**src/hw/adc_ctrl_pkg.sv**
```systemverilog
// Constants and carrier types shared by the converter control and output-mode logic
package adc_ctrl_pkg;

	// Sample word limits
	localparam int unsigned DATA_W   = 12;
	localparam logic [11:0] CODE_MIN = 12'h000;
	localparam logic [11:0] CODE_MAX = 12'hFFF;
	localparam logic [11:0] IDLE_BUS = 12'h000;

	// Register byte offsets on the bus
	localparam logic [3:0] CFG0_OFFSET   = 4'h0;
	localparam logic [3:0] STATUS_OFFSET = 4'h4;

	// Configuration register 0 value after reset and after leaving register mode
	localparam logic [15:0] CFG0_RESET = 16'h0000;

	// Configuration register 0 field positions
	localparam int unsigned CAL_BIT   = 15;
	localparam int unsigned PHASE_BIT = 14;
	localparam int unsigned PDI_BIT   = 11;
	localparam int unsigned PDQ_BIT   = 10;
	localparam int unsigned DES_BIT   = 7;
	localparam int unsigned DEQ_BIT   = 6;
	localparam int unsigned BOTH_BIT  = 5;
	localparam int unsigned RANGE_BIT = 4;

	// Interleave input selection codes
	localparam logic [1:0] SEL_I    = 2'h0;
	localparam logic [1:0] SEL_Q    = 2'h1;
	localparam logic [1:0] SEL_BOTH = 2'h2;

	// Cycle counts of the sampling clock
	localparam int unsigned CAL_LOW_MIN_CYC   = 1280;
	localparam int unsigned CAL_HIGH_MIN_CYC  = 1280;
	localparam int unsigned SETTLE_CYC        = 3;
	localparam int unsigned CAL_DLY_SHORT_CYC = 16777216;
	localparam int unsigned CAL_DLY_LONG_CYC  = 1073741824;
	localparam int unsigned CAL_RUN_CYC       = 52000000;

	// Static control pins, all from outside the clock domain
	typedef struct packed {
		logic dualEdgeSel;
		logic singleBusSel;
		logic outputPhaseSel;
		logic calPin;
		logic poweronCalWaitSel;
		logic iChanPowerdown;
		logic qChanPowerdown;
		logic patternOutSel;
		logic inputRangeSel;
		logic extCtrlEnableN;
	} ctrl_pins_t;

	// One converter result with its range indications
	typedef struct packed {
		logic [11:0] code;
		logic        aboveFs;
		logic        belowFs;
	} conv_in_t;

	// Resolved controls towards the analog front end
	typedef struct packed {
		logic       registerControlMode;
		logic       interleaveEn;
		logic [1:0] interleaveInputSel;
		logic       outPhase90;
		logic       rangeHigh;
		logic       iPowerDown;
		logic       qPowerDown;
		logic       calBusy;
	} fe_ctrl_t;

	typedef enum logic [1:0] {ST_SETTLE, ST_WAIT, ST_CAL, ST_RUN} cal_state_t;

endpackage

```
**src/hw/adc_control_mode_logic.sv**
```systemverilog
// Control-mode resolution, calibration sequencing and output bus steering of the dual converter
//
// The address map and the Wishbone register port were chosen for this implementation.
module adc_control_mode_logic #(
	parameter int unsigned CAL_DLY_SHORT = adc_ctrl_pkg::CAL_DLY_SHORT_CYC,
	parameter int unsigned CAL_DLY_LONG  = adc_ctrl_pkg::CAL_DLY_LONG_CYC,
	parameter int unsigned CAL_RUN       = adc_ctrl_pkg::CAL_RUN_CYC
) (
	// Clock, reset, enable
	input  wire logic                     clk,
	input  wire logic                     rst_n,
	input  wire logic                     ce,
	// Wishbone slave
	input  wire logic                     cyc_i,
	input  wire logic                     stb_i,
	input  wire logic                     we_i,
	input  wire logic [3:0]               adr_i,
	input  wire logic [3:0]               sel_i,
	input  wire logic [31:0]              dat_i,
	output logic      [31:0]              dat_o,
	output logic                          ack_o,
	// Control pins
	input  wire adc_ctrl_pkg::ctrl_pins_t pins,
	// Converter results
	input  wire adc_ctrl_pkg::conv_in_t   convI,
	input  wire adc_ctrl_pkg::conv_in_t   convQ,
	// Front-end controls
	output adc_ctrl_pkg::fe_ctrl_t        feCtrl,
	// Output buses
	output logic      [11:0]              iOutBus,
	output logic      [11:0]              iDelayedOutBus,
	output logic      [11:0]              qOutBus,
	output logic      [11:0]              qDelayedOutBus,
	output logic                          iBusOe,
	output logic                          qBusOe,
	output logic                          iOutClock,
	output logic                          qOutClock,
	output logic                          iOverRangeFlag,
	output logic                          qOverRangeFlag
);

	typedef struct packed {
		adc_ctrl_pkg::ctrl_pins_t sync1;
		adc_ctrl_pkg::ctrl_pins_t sync2;
		adc_ctrl_pkg::cal_state_t cal;
		logic [31:0]              count;
		logic                     calSkip;
		logic                     calWaitLong;
		logic [10:0]              calLowCnt;
		logic [10:0]              calHighCnt;
		logic [15:0]              cfg;
		logic                     ack;
		logic [31:0]              rdData;
		logic                     tick;
		logic                     wordOdd;
		logic                     phaseDue;
		logic [11:0]              pendI;
		logic [11:0]              pendQ;
		logic [11:0]              pattern;
		logic [11:0]              iOut;
		logic [11:0]              iDel;
		logic [11:0]              qOut;
		logic [11:0]              qDel;
		logic                     iOe;
		logic                     qOe;
		logic                     iClk;
		logic                     qClk;
		logic                     iFlag;
		logic                     qFlag;
		adc_ctrl_pkg::fe_ctrl_t   fe;
	} state_t;

	state_t st;
	state_t next_st;

	// Clamp an overrun sample to the end codes
	function automatic logic [11:0] saturate(input adc_ctrl_pkg::conv_in_t c);
		if (c.belowFs)
			return adc_ctrl_pkg::CODE_MIN;
		else if (c.aboveFs)
			return adc_ctrl_pkg::CODE_MAX;
		return c.code;
	endfunction

	// Next state of the whole block
	always_comb
	begin
		logic        regMode;
		logic        demux;
		logic        calReq;
		logic        upd;
		logic [11:0] sI;
		logic [11:0] sQ;
		logic [31:0] dly;
		regMode = 1'b0;
		demux   = 1'b0;
		calReq  = 1'b0;
		upd     = 1'b0;
		sI      = adc_ctrl_pkg::IDLE_BUS;
		sQ      = adc_ctrl_pkg::IDLE_BUS;
		dly     = 32'h0000_0000;
		next_st = st;

		// Two-stage pin synchroniser; only sync2 feeds logic
		next_st.sync1 = pins;
		next_st.sync2 = st.sync1;

		regMode = !st.sync2.extCtrlEnableN;
		demux   = !st.sync2.singleBusSel;

		// Register control is held at default whenever pin control is selected
		if (st.sync2.extCtrlEnableN)
			next_st.cfg = adc_ctrl_pkg::CFG0_RESET;

		// Classic bus: one-cycle ack, dropped in the following cycle
		next_st.ack = cyc_i && stb_i && !st.ack;
		if (cyc_i && stb_i && !st.ack)
		begin
			next_st.rdData = 32'h0000_0000;
			if (adr_i == adc_ctrl_pkg::CFG0_OFFSET)
			begin
				next_st.rdData = {16'h0000, st.cfg};
				if (we_i && regMode)
				begin
					if (sel_i[0])
						next_st.cfg[7:0] = dat_i[7:0];
					if (sel_i[1])
						next_st.cfg[15:8] = dat_i[15:8];
				end
			end
			else if (adr_i == adc_ctrl_pkg::STATUS_OFFSET)
				next_st.rdData = {21'h00_0000, st.cal, st.fe};
		end

		// Resolve mode controls from pins or register bits
		next_st.fe.registerControlMode = regMode;
		next_st.fe.interleaveEn = regMode ? st.cfg[adc_ctrl_pkg::DES_BIT] : st.sync2.dualEdgeSel;
		if (!regMode)
			next_st.fe.interleaveInputSel = adc_ctrl_pkg::SEL_I;
		else if (st.cfg[adc_ctrl_pkg::BOTH_BIT])
			next_st.fe.interleaveInputSel = adc_ctrl_pkg::SEL_BOTH;
		else if (st.cfg[adc_ctrl_pkg::DEQ_BIT])
			next_st.fe.interleaveInputSel = adc_ctrl_pkg::SEL_Q;
		else
			next_st.fe.interleaveInputSel = adc_ctrl_pkg::SEL_I;
		next_st.fe.outPhase90 = regMode ? st.cfg[adc_ctrl_pkg::PHASE_BIT] : st.sync2.outputPhaseSel;
		next_st.fe.rangeHigh = regMode ? st.cfg[adc_ctrl_pkg::RANGE_BIT] : st.sync2.inputRangeSel;
		next_st.fe.iPowerDown = st.sync2.iChanPowerdown || (regMode && st.cfg[adc_ctrl_pkg::PDI_BIT]);
		next_st.fe.qPowerDown = st.sync2.qChanPowerdown || (regMode && st.cfg[adc_ctrl_pkg::PDQ_BIT]);
		// Powered-down channel releases its data pins
		next_st.iOe = !next_st.fe.iPowerDown;
		next_st.qOe = !next_st.fe.qPowerDown;

		// Calibration request: consecutive low then high periods
		calReq = st.sync2.calPin || (regMode && st.cfg[adc_ctrl_pkg::CAL_BIT]);
		if (calReq)
		begin
			if (st.calHighCnt != 11'(adc_ctrl_pkg::CAL_HIGH_MIN_CYC))
				next_st.calHighCnt = st.calHighCnt + 11'h001;
		end
		else
		begin
			next_st.calHighCnt = 11'h000;
			if (st.calHighCnt != 11'h000)
				next_st.calLowCnt = 11'h001;
			else if (st.calLowCnt != 11'(adc_ctrl_pkg::CAL_LOW_MIN_CYC))
				next_st.calLowCnt = st.calLowCnt + 11'h001;
		end

		// Power-on and on-command calibration sequencing
		dly = st.calWaitLong ? CAL_DLY_LONG : CAL_DLY_SHORT;
		case (st.cal)
			adc_ctrl_pkg::ST_SETTLE:
			begin
				next_st.count = st.count + 32'h0000_0001;
				if (st.count == 32'(adc_ctrl_pkg::SETTLE_CYC - 1))
				begin
					// Straps caught once the synchroniser holds valid levels
					next_st.calSkip     = st.sync2.calPin;
					next_st.calWaitLong = st.sync2.poweronCalWaitSel;
					next_st.count       = 32'h0000_0000;
					next_st.cal         = st.sync2.calPin ? adc_ctrl_pkg::ST_RUN : adc_ctrl_pkg::ST_WAIT;
				end
			end
			adc_ctrl_pkg::ST_WAIT:
			begin
				next_st.count = st.count + 32'h0000_0001;
				if (st.count >= dly - 32'h0000_0001)
				begin
					next_st.count = 32'h0000_0000;
					next_st.cal   = adc_ctrl_pkg::ST_CAL;
				end
			end
			adc_ctrl_pkg::ST_CAL:
			begin
				next_st.count = st.count + 32'h0000_0001;
				if (st.count >= 32'(CAL_RUN) - 32'h0000_0001)
				begin
					next_st.count = 32'h0000_0000;
					next_st.cal   = adc_ctrl_pkg::ST_RUN;
				end
			end
			adc_ctrl_pkg::ST_RUN:
			begin
				if (calReq && st.calLowCnt == 11'(adc_ctrl_pkg::CAL_LOW_MIN_CYC)
					&& st.calHighCnt == 11'(adc_ctrl_pkg::CAL_HIGH_MIN_CYC - 1))
				begin
					next_st.cal       = adc_ctrl_pkg::ST_CAL;
					next_st.count     = 32'h0000_0000;
					next_st.calLowCnt = 11'h000;
				end
			end
			default:
				next_st.cal = adc_ctrl_pkg::ST_SETTLE;
		endcase
		next_st.fe.calBusy = (next_st.cal == adc_ctrl_pkg::ST_CAL);

		// One sample every second clock; buses change once per sample or per pair
		next_st.tick     = !st.tick;
		next_st.phaseDue = 1'b0;
		if (st.tick)
		begin
			next_st.pattern = st.pattern + 12'h001;
			// Pattern mode disconnects the converters, flags included
			sI = st.sync2.patternOutSel ? st.pattern : saturate(convI);
			sQ = st.sync2.patternOutSel ? ~st.pattern : saturate(convQ);
			next_st.iFlag = !st.sync2.patternOutSel && (convI.aboveFs || convI.belowFs);
			next_st.qFlag = !st.sync2.patternOutSel && (convQ.aboveFs || convQ.belowFs);
			next_st.wordOdd = demux && !st.wordOdd;
			upd = !demux || st.wordOdd;
			if (demux && !st.wordOdd)
			begin
				// First of a pair is parked until its partner arrives
				next_st.pendI = sI;
				next_st.pendQ = sQ;
			end
			else if (st.fe.interleaveEn)
			begin
				// Rising-edge converter on the main bus, falling-edge one on the delayed bus
				next_st.iOut = sI;
				next_st.iDel = sQ;
				next_st.qOut = demux ? st.pendI : adc_ctrl_pkg::IDLE_BUS;
				next_st.qDel = demux ? st.pendQ : adc_ctrl_pkg::IDLE_BUS;
			end
			else
			begin
				next_st.iOut = sI;
				next_st.qOut = sQ;
				next_st.iDel = demux ? st.pendI : adc_ctrl_pkg::IDLE_BUS;
				next_st.qDel = demux ? st.pendQ : adc_ctrl_pkg::IDLE_BUS;
			end
		end

		// DDR clock: toggle with the data, or one clock later for the midway phase
		if ((upd && !st.fe.outPhase90) || st.phaseDue)
		begin
			next_st.iClk = st.fe.iPowerDown ? st.iClk : !st.iClk;
			next_st.qClk = st.fe.qPowerDown ? st.qClk : !st.qClk;
		end
		else if (upd)
			next_st.phaseDue = 1'b1;
	end

	// State register; the enable freezes everything
	always_ff @(posedge clk)
	begin
		if (!rst_n)
		begin
			st     <= '0;
			st.cfg <= adc_ctrl_pkg::CFG0_RESET;
			// Synchroniser starts in pin control, so no false register mode follows reset
			st.sync1.extCtrlEnableN <= 1'b1;
			st.sync2.extCtrlEnableN <= 1'b1;
		end
		else if (ce)
			st <= next_st;
	end

	// Outputs straight from the state register
	assign dat_o          = st.rdData;
	assign ack_o          = st.ack;
	assign feCtrl         = st.fe;
	assign iOutBus        = st.iOut;
	assign iDelayedOutBus = st.iDel;
	assign qOutBus        = st.qOut;
	assign qDelayedOutBus = st.qDel;
	assign iBusOe         = st.iOe;
	assign qBusOe         = st.qOe;
	assign iOutClock      = st.iClk;
	assign qOutClock      = st.qClk;
	assign iOverRangeFlag = st.iFlag;
	assign qOverRangeFlag = st.qFlag;
endmodule

```
**config.mk**
```make
export PLATFORM = sky130hd
export DESIGN_NAME = adc_control_mode_logic
export DESIGN_NICKNAME = d
export VERILOG_FILES = /design/src/hw/adc_ctrl_pkg.sv /design/src/hw/adc_control_mode_logic.sv
export SDC_FILE = /design/constraint.sdc
export NUM_CORES = 1
export LEC_CHECK = 0
export BUFFER_PORTS_ARGS = -buffer_cell sky130_fd_sc_hd__buf_4
export CAP_MARGIN = 5
export CORE_ASPECT_RATIO = 0.8
export CORE_MARGIN = 5
export CORE_UTILIZATION = 30
export CTS_BUF_LIST = sky130_fd_sc_hd__clkbuf_8
export DETAILED_ROUTE_END_ITERATION = 10
export REMOVE_ABC_BUFFERS = 1
export SLEW_MARGIN = 30
export SYNTH_ARGS = -nofsm -noshare
export SYNTH_HDL_FRONTEND = slang
export SYNTH_SLANG_ARGS = --single-unit
```
**constraint.sdc**
```tcl
create_clock -name clk -period 5.2 [get_ports clk]
set_input_delay 0.78 -clock clk [delete_from_list [all_inputs] [get_ports clk]]
set_output_delay 0.78 -clock clk [all_outputs]
set_load 0.02 [all_outputs]
```
After elaboration in Yosys (flattened, before gate mapping)
Index checks and enable logic that the tools add are counted.
Storage, ports and cells
  register bits after elaboration: 229
  bits in latches: 0
  RAM bits: 0
  bits in read-only memories: 0
  input bits: 84
  logic and storage cells: 166
  memories kept: 0
Cells by class
  $add $sub $neg: 5
  $mul: 0
  divide/modulo/power cells: 0
  magnitude comparators: 2
  eq/ne operators: 12
  shift operators: 0
  muxes and demuxes: 48
  bitwise logic cells: 4
  reductions and logical operators: 42
Operator list (number)
  $pmux 34 s4: 1
  $mux 12: 10
  $mux 34: 3
  $mux 11: 8
  $mux 16: 5
  $mux 36: 2
  $add 32x1->32 const B: 1
  $eq 32x2->1 const B: 1
  $ge 32x26->1 const B: 1
  $ge 32x32->1: 1
  $sub 31x1->32 const B: 1
  $mux 31: 1
  $add 11x1->11 const B: 2
  $eq 11x11->1 const B: 2
  $ne 11x11->1 const B: 2
  $mux 8: 2
  $reduce_and 3->1: 5
  $mux 1: 13
  $add 12x1->12 const B: 1
  $logic_and 1x1->1: 12
  $not 12->12: 1
  $logic_not 1->1: 11
  $reduce_bool 11->1: 1
  $reduce_and 2->1: 4
  other kinds (10): 22

Depth between registers and ports, before layout
  word-level depth: 8
  mapped depth: 9
  depth with buffers taken out: 8

Worst setup path after synthesis
OpenSTA, ideal clock, no wires.
  path kind: input -> register
  start point: in adr_i[1]
  end point: reg st[142] (netlist bit)
  arrival time: 2188 ps
  data required time: 5135 ps
  path slack: 2947 ps
  stages on the path: 6
  path buffers: 1
  cell sequence: or3_1 -> nor4_1 -> and3_1 -> clkbuf_1 -> a22oi_1 -> nor2_1
Between the ends
  longest elaborated chain between the ends: 3
Ends and longest elaborated chain
  start, declared: line adc_control_mode_logic.sv:17  | input wire logic [3:0] adr_i,
  $logic_not 4->1: line adc_control_mode_logic.sv:120  | if (adr_i == adc_ctrl_pkg::CFG0_OFFSET)
  $mux 16: line adc_control_mode_logic.sv:120
  $mux 16: line adc_control_mode_logic.sv:117  | if (cyc_i && stb_i && !st.ack)
  end signal, assigned: line adc_control_mode_logic.sv:276  | st <= next_st;
  end, declared: line adc_control_mode_logic.sv:73  | state_t st;
Every way passes these cells.
A chain may end at the register's enable or synchronous reset.

Worst setup path in the final report
  start point: reg st[151] (netlist bit)
  end point: reg st[190] (netlist bit)
Between the ends
  longest elaborated chain between the ends: 4
Ends and longest elaborated chain
  $eq 11x11->1: line adc_control_mode_logic.sv:206  | && st.calHighCnt == 11'(adc_ctrl_pkg::CAL_HIGH_MIN_CYC - 1))
  $logic_and 1x1->1: line adc_control_mode_logic.sv:206
  $ne 2x2->1 (no line)
  $reduce_and 2->1 (no line)
Every way passes these cells.

==> metrics.cfg <==
[sta]
finalSetupViolations=0
hold_ws_ns=0.451
fmax_mhz=370
rsz0062_at_grt=false
fin_worst_skew_ns=0.0233
slew_viol_final=0
finalCriticalPeriod_ns=2.70
slew_headroom_pct=38.8
setup_tns_ns=0
setup_ws_ns=2.50
fin_crit_sh_pct=52.0
hold_viol_final=0
worst_slew_pin_slew_ns=0.917

[grt]
grt_start_max_net_pins=76
antenna_found_initial=0
globalRouteTotalUtil_pct=14.2
overflow=0
grt_pass1_wl_mm=44.2
grt_pass1_vias=7984

[power_and_ir_drop]
cellPowerDensity_nw_per_um2=295
peakVddDrop_mv=0.131
leakage_nw=4.53

[cts]
clk_pin_slew_ns=0.05
cts_tree=done
clockBufferDepth=3
cts_setup_buffers=0
clkSinkCount=212
h-tree-depth=2
cts_made_buffers=40
clkLatencyLatePin_ns=0.52
cts_root_buf=clkbuf_8
hold_buffers=0
cts.repair.resized=0

[logic_synthesis]
yosysWarningCount=0
ys.flop_type=dfxtp_1
synth_cells=1243
syn-cell-area_um2=10200
synth_edf_count=0
ys_seq_area_share_pct=41.5
yosysTopAreaCellShare_pct=41.5
synthTopCellsByArea=dfxtp_1 42%, nor2_1 8.3%, buf_4 6.6%
avgSynthCellArea_um2=8.22
synth.most_common_cell=nor2_1
synth_common_cells=227 x nor2_1, 212 x dfxtp_1, 90 x buf_4
ys_types=51
yosysTopAreaCell=dfxtp_1
ys_seq_elements=212
async_reset_ff_share_pct=0

[setup_path]
r2r-end=st[190]
startpoint_type=flop
crit_fanout=21
rr_worst_depth=7
cpMostUsedCell=nor4_2
crit_path_max_incr_delay_ns=0.63
crit_chain=ha_1, nor3b_1, o2111ai_2, o31a_1, nor4_2, xnor2_1, nor4_2
path_class=reg2reg
r2r-start=st[151]
cp.required_ns=5.63
end_kind=flop
regToRegSetupSlack_ns=2.50
critPathArrivalTime_ns=3.14
slowest_stage=o31a_1

[worst_hold_path]
hp-start=qDelayedOutBus[1]
hp-class=reg2reg
hold_depth=2
hold_path_end=qDelayedOutBus[1]

[die]
start_util_pct=30.4
die_h_um=175
die_w_um=216
die_area_um2=37900
ios=180
rows=60
core-area_um2=33600

[run]
drv_cap=0

[route]
drtAntennaViolNets=0
firstDrtPassIters=5
post-route-drc-count=0
postRouteWirelength_mm=28.2
drt_iter0_markers=529
wl_per_cell_um=16.1
via_per_inst=4.92
vias=8630

[placement]
pre_cts_ws_ns=2.27
gp_congestion=0.864
place_hpwl_mm=19.6
port_buffers=145

[finish]
area_growth_pct=15.6
drive_gt1_share_pct=17.2
n_antenna_cell=0
nFillCells=3501
nNetsFinal=1392

[run_status]
status=finished, final reports clean

[sequential cells by signal, summed over array words and instances, names as in the netlist]
| name | count |
|---|---|
| iOverRangeFlag | 1 |
| iOutBus | 12 |
| qOutBus | 12 |
| next_st | 10 |
| qOverRangeFlag | 1 |
| iOutClock | 1 |
| iBusOe | 1 |
| st | 122 |
| qBusOe | 1 |
| qOutClock | 1 |
| qDelayedOutBus | 12 |
| iDelayedOutBus | 12 |
| feCtrl | 9 |
| dat_o | 16 |
| ack_o | 1 |
[worst max-delay path by stage]
| stage | end | slack, ns | start | depth (start not counted) |
|---|---|---|---|---|
| detailed placement | dat_o[14] | 2.27 | ce | 6 |
| CTS | st[190] | 2.50 | st[151] | 7 |
| floorplan | st[171] | 1.41 | rst_n | 4 |
| global placement | iOutBus[7] | 2.16 | ce | 6 |
| global route | st[190] | 2.25 | st[151] | 7 |
| finish | st[190] | 2.50 | st[151] | 7 |
[logic make-up after synthesis]
family	Yosys count	synth area share, %
AO/OA/AOI/OAI	201	12.8
XOR/XNOR	54	4.63
adder cells (fa/ha/maj)	13	1.59
buffers and inverters	185	10.2
flip-flops	212	41.5
multiplexers	46	4.51
other	1	0.0367
AND/OR/NAND/NOR	531	24.7
[power breakdown]
group          switching (mW)  internal, mW
sequential             0.0276          1.66
combinational           0.197         0.117
clock                   0.675         0.798
[placed cells by master, fill, tap and decap left out, drive strengths merged, types with 3 or more instances in the layout]
cell,instances
a211oi,41
a21o,3
a21oi,71
a221oi,3
a22oi,21
and2,4
and3,17
and4,7
buf,160
clkbuf,46
clkinv,6
conb,16
dfxtp,212
ha,13
inv,35
mux2i,46
nand2,83
nand2b,14
nand3,21
nand3b,13
nand4,28
nor2,227
nor2b,4
nor3,74
nor3b,4
nor4,17
nor4b,4
o211ai,15
o21a,3
o21ai,21
o21bai,12
or3,11
xnor2,26
xor2,28
[layer usage]
layer,part of all wire [%],vias up,global-route usage [%]
met3,5.5,56,2.81
met1,47,4034,19.6
met4,2.4,0,4.26
met2,45,227,22.3
li1,-,4313,-
met5,0,-,0
[worst max-delay path: cells and delay by family (launching register included)]
family	cells	cell delay, ns
AND/OR/NAND/NOR	3	0.93
AO/OA/AOI/OAI	2	0.88
flip-flops	1	0.38
adder cells (fa/ha/maj)	1	0.30
XOR/XNOR	1	0.12
[metrics by stage]
stage / utilization (%) / area [um^2] / power [mW] / cells
after floorplan: - / 9300 / 1.90 / 1093
after global placement: 32.9 / 11100 / 2.04 / 1686
after detailed placement: 33.0 / 11100 / 2.04 / 1687
after CTS: 35.1 / 11800 / 3.53 / 1754
after global routing: 35.1 / 11800 / 3.65 / 1754
final: 35.1 / 11800 / 3.48 / 1754
[cell type report]
cell class	instances	area, um^2	share of cell area (%)
multi-input combinational	861	5010	42.4
sequential	212	4240	35.9
timing repair buffer	160	1220	10.3
clock buffer	46	633	5.36
tap	434	543	4.60
clock inverter	21	85.1	0.720
inverter	20	77.6	0.657
Power figures use the tool's default switching activity.
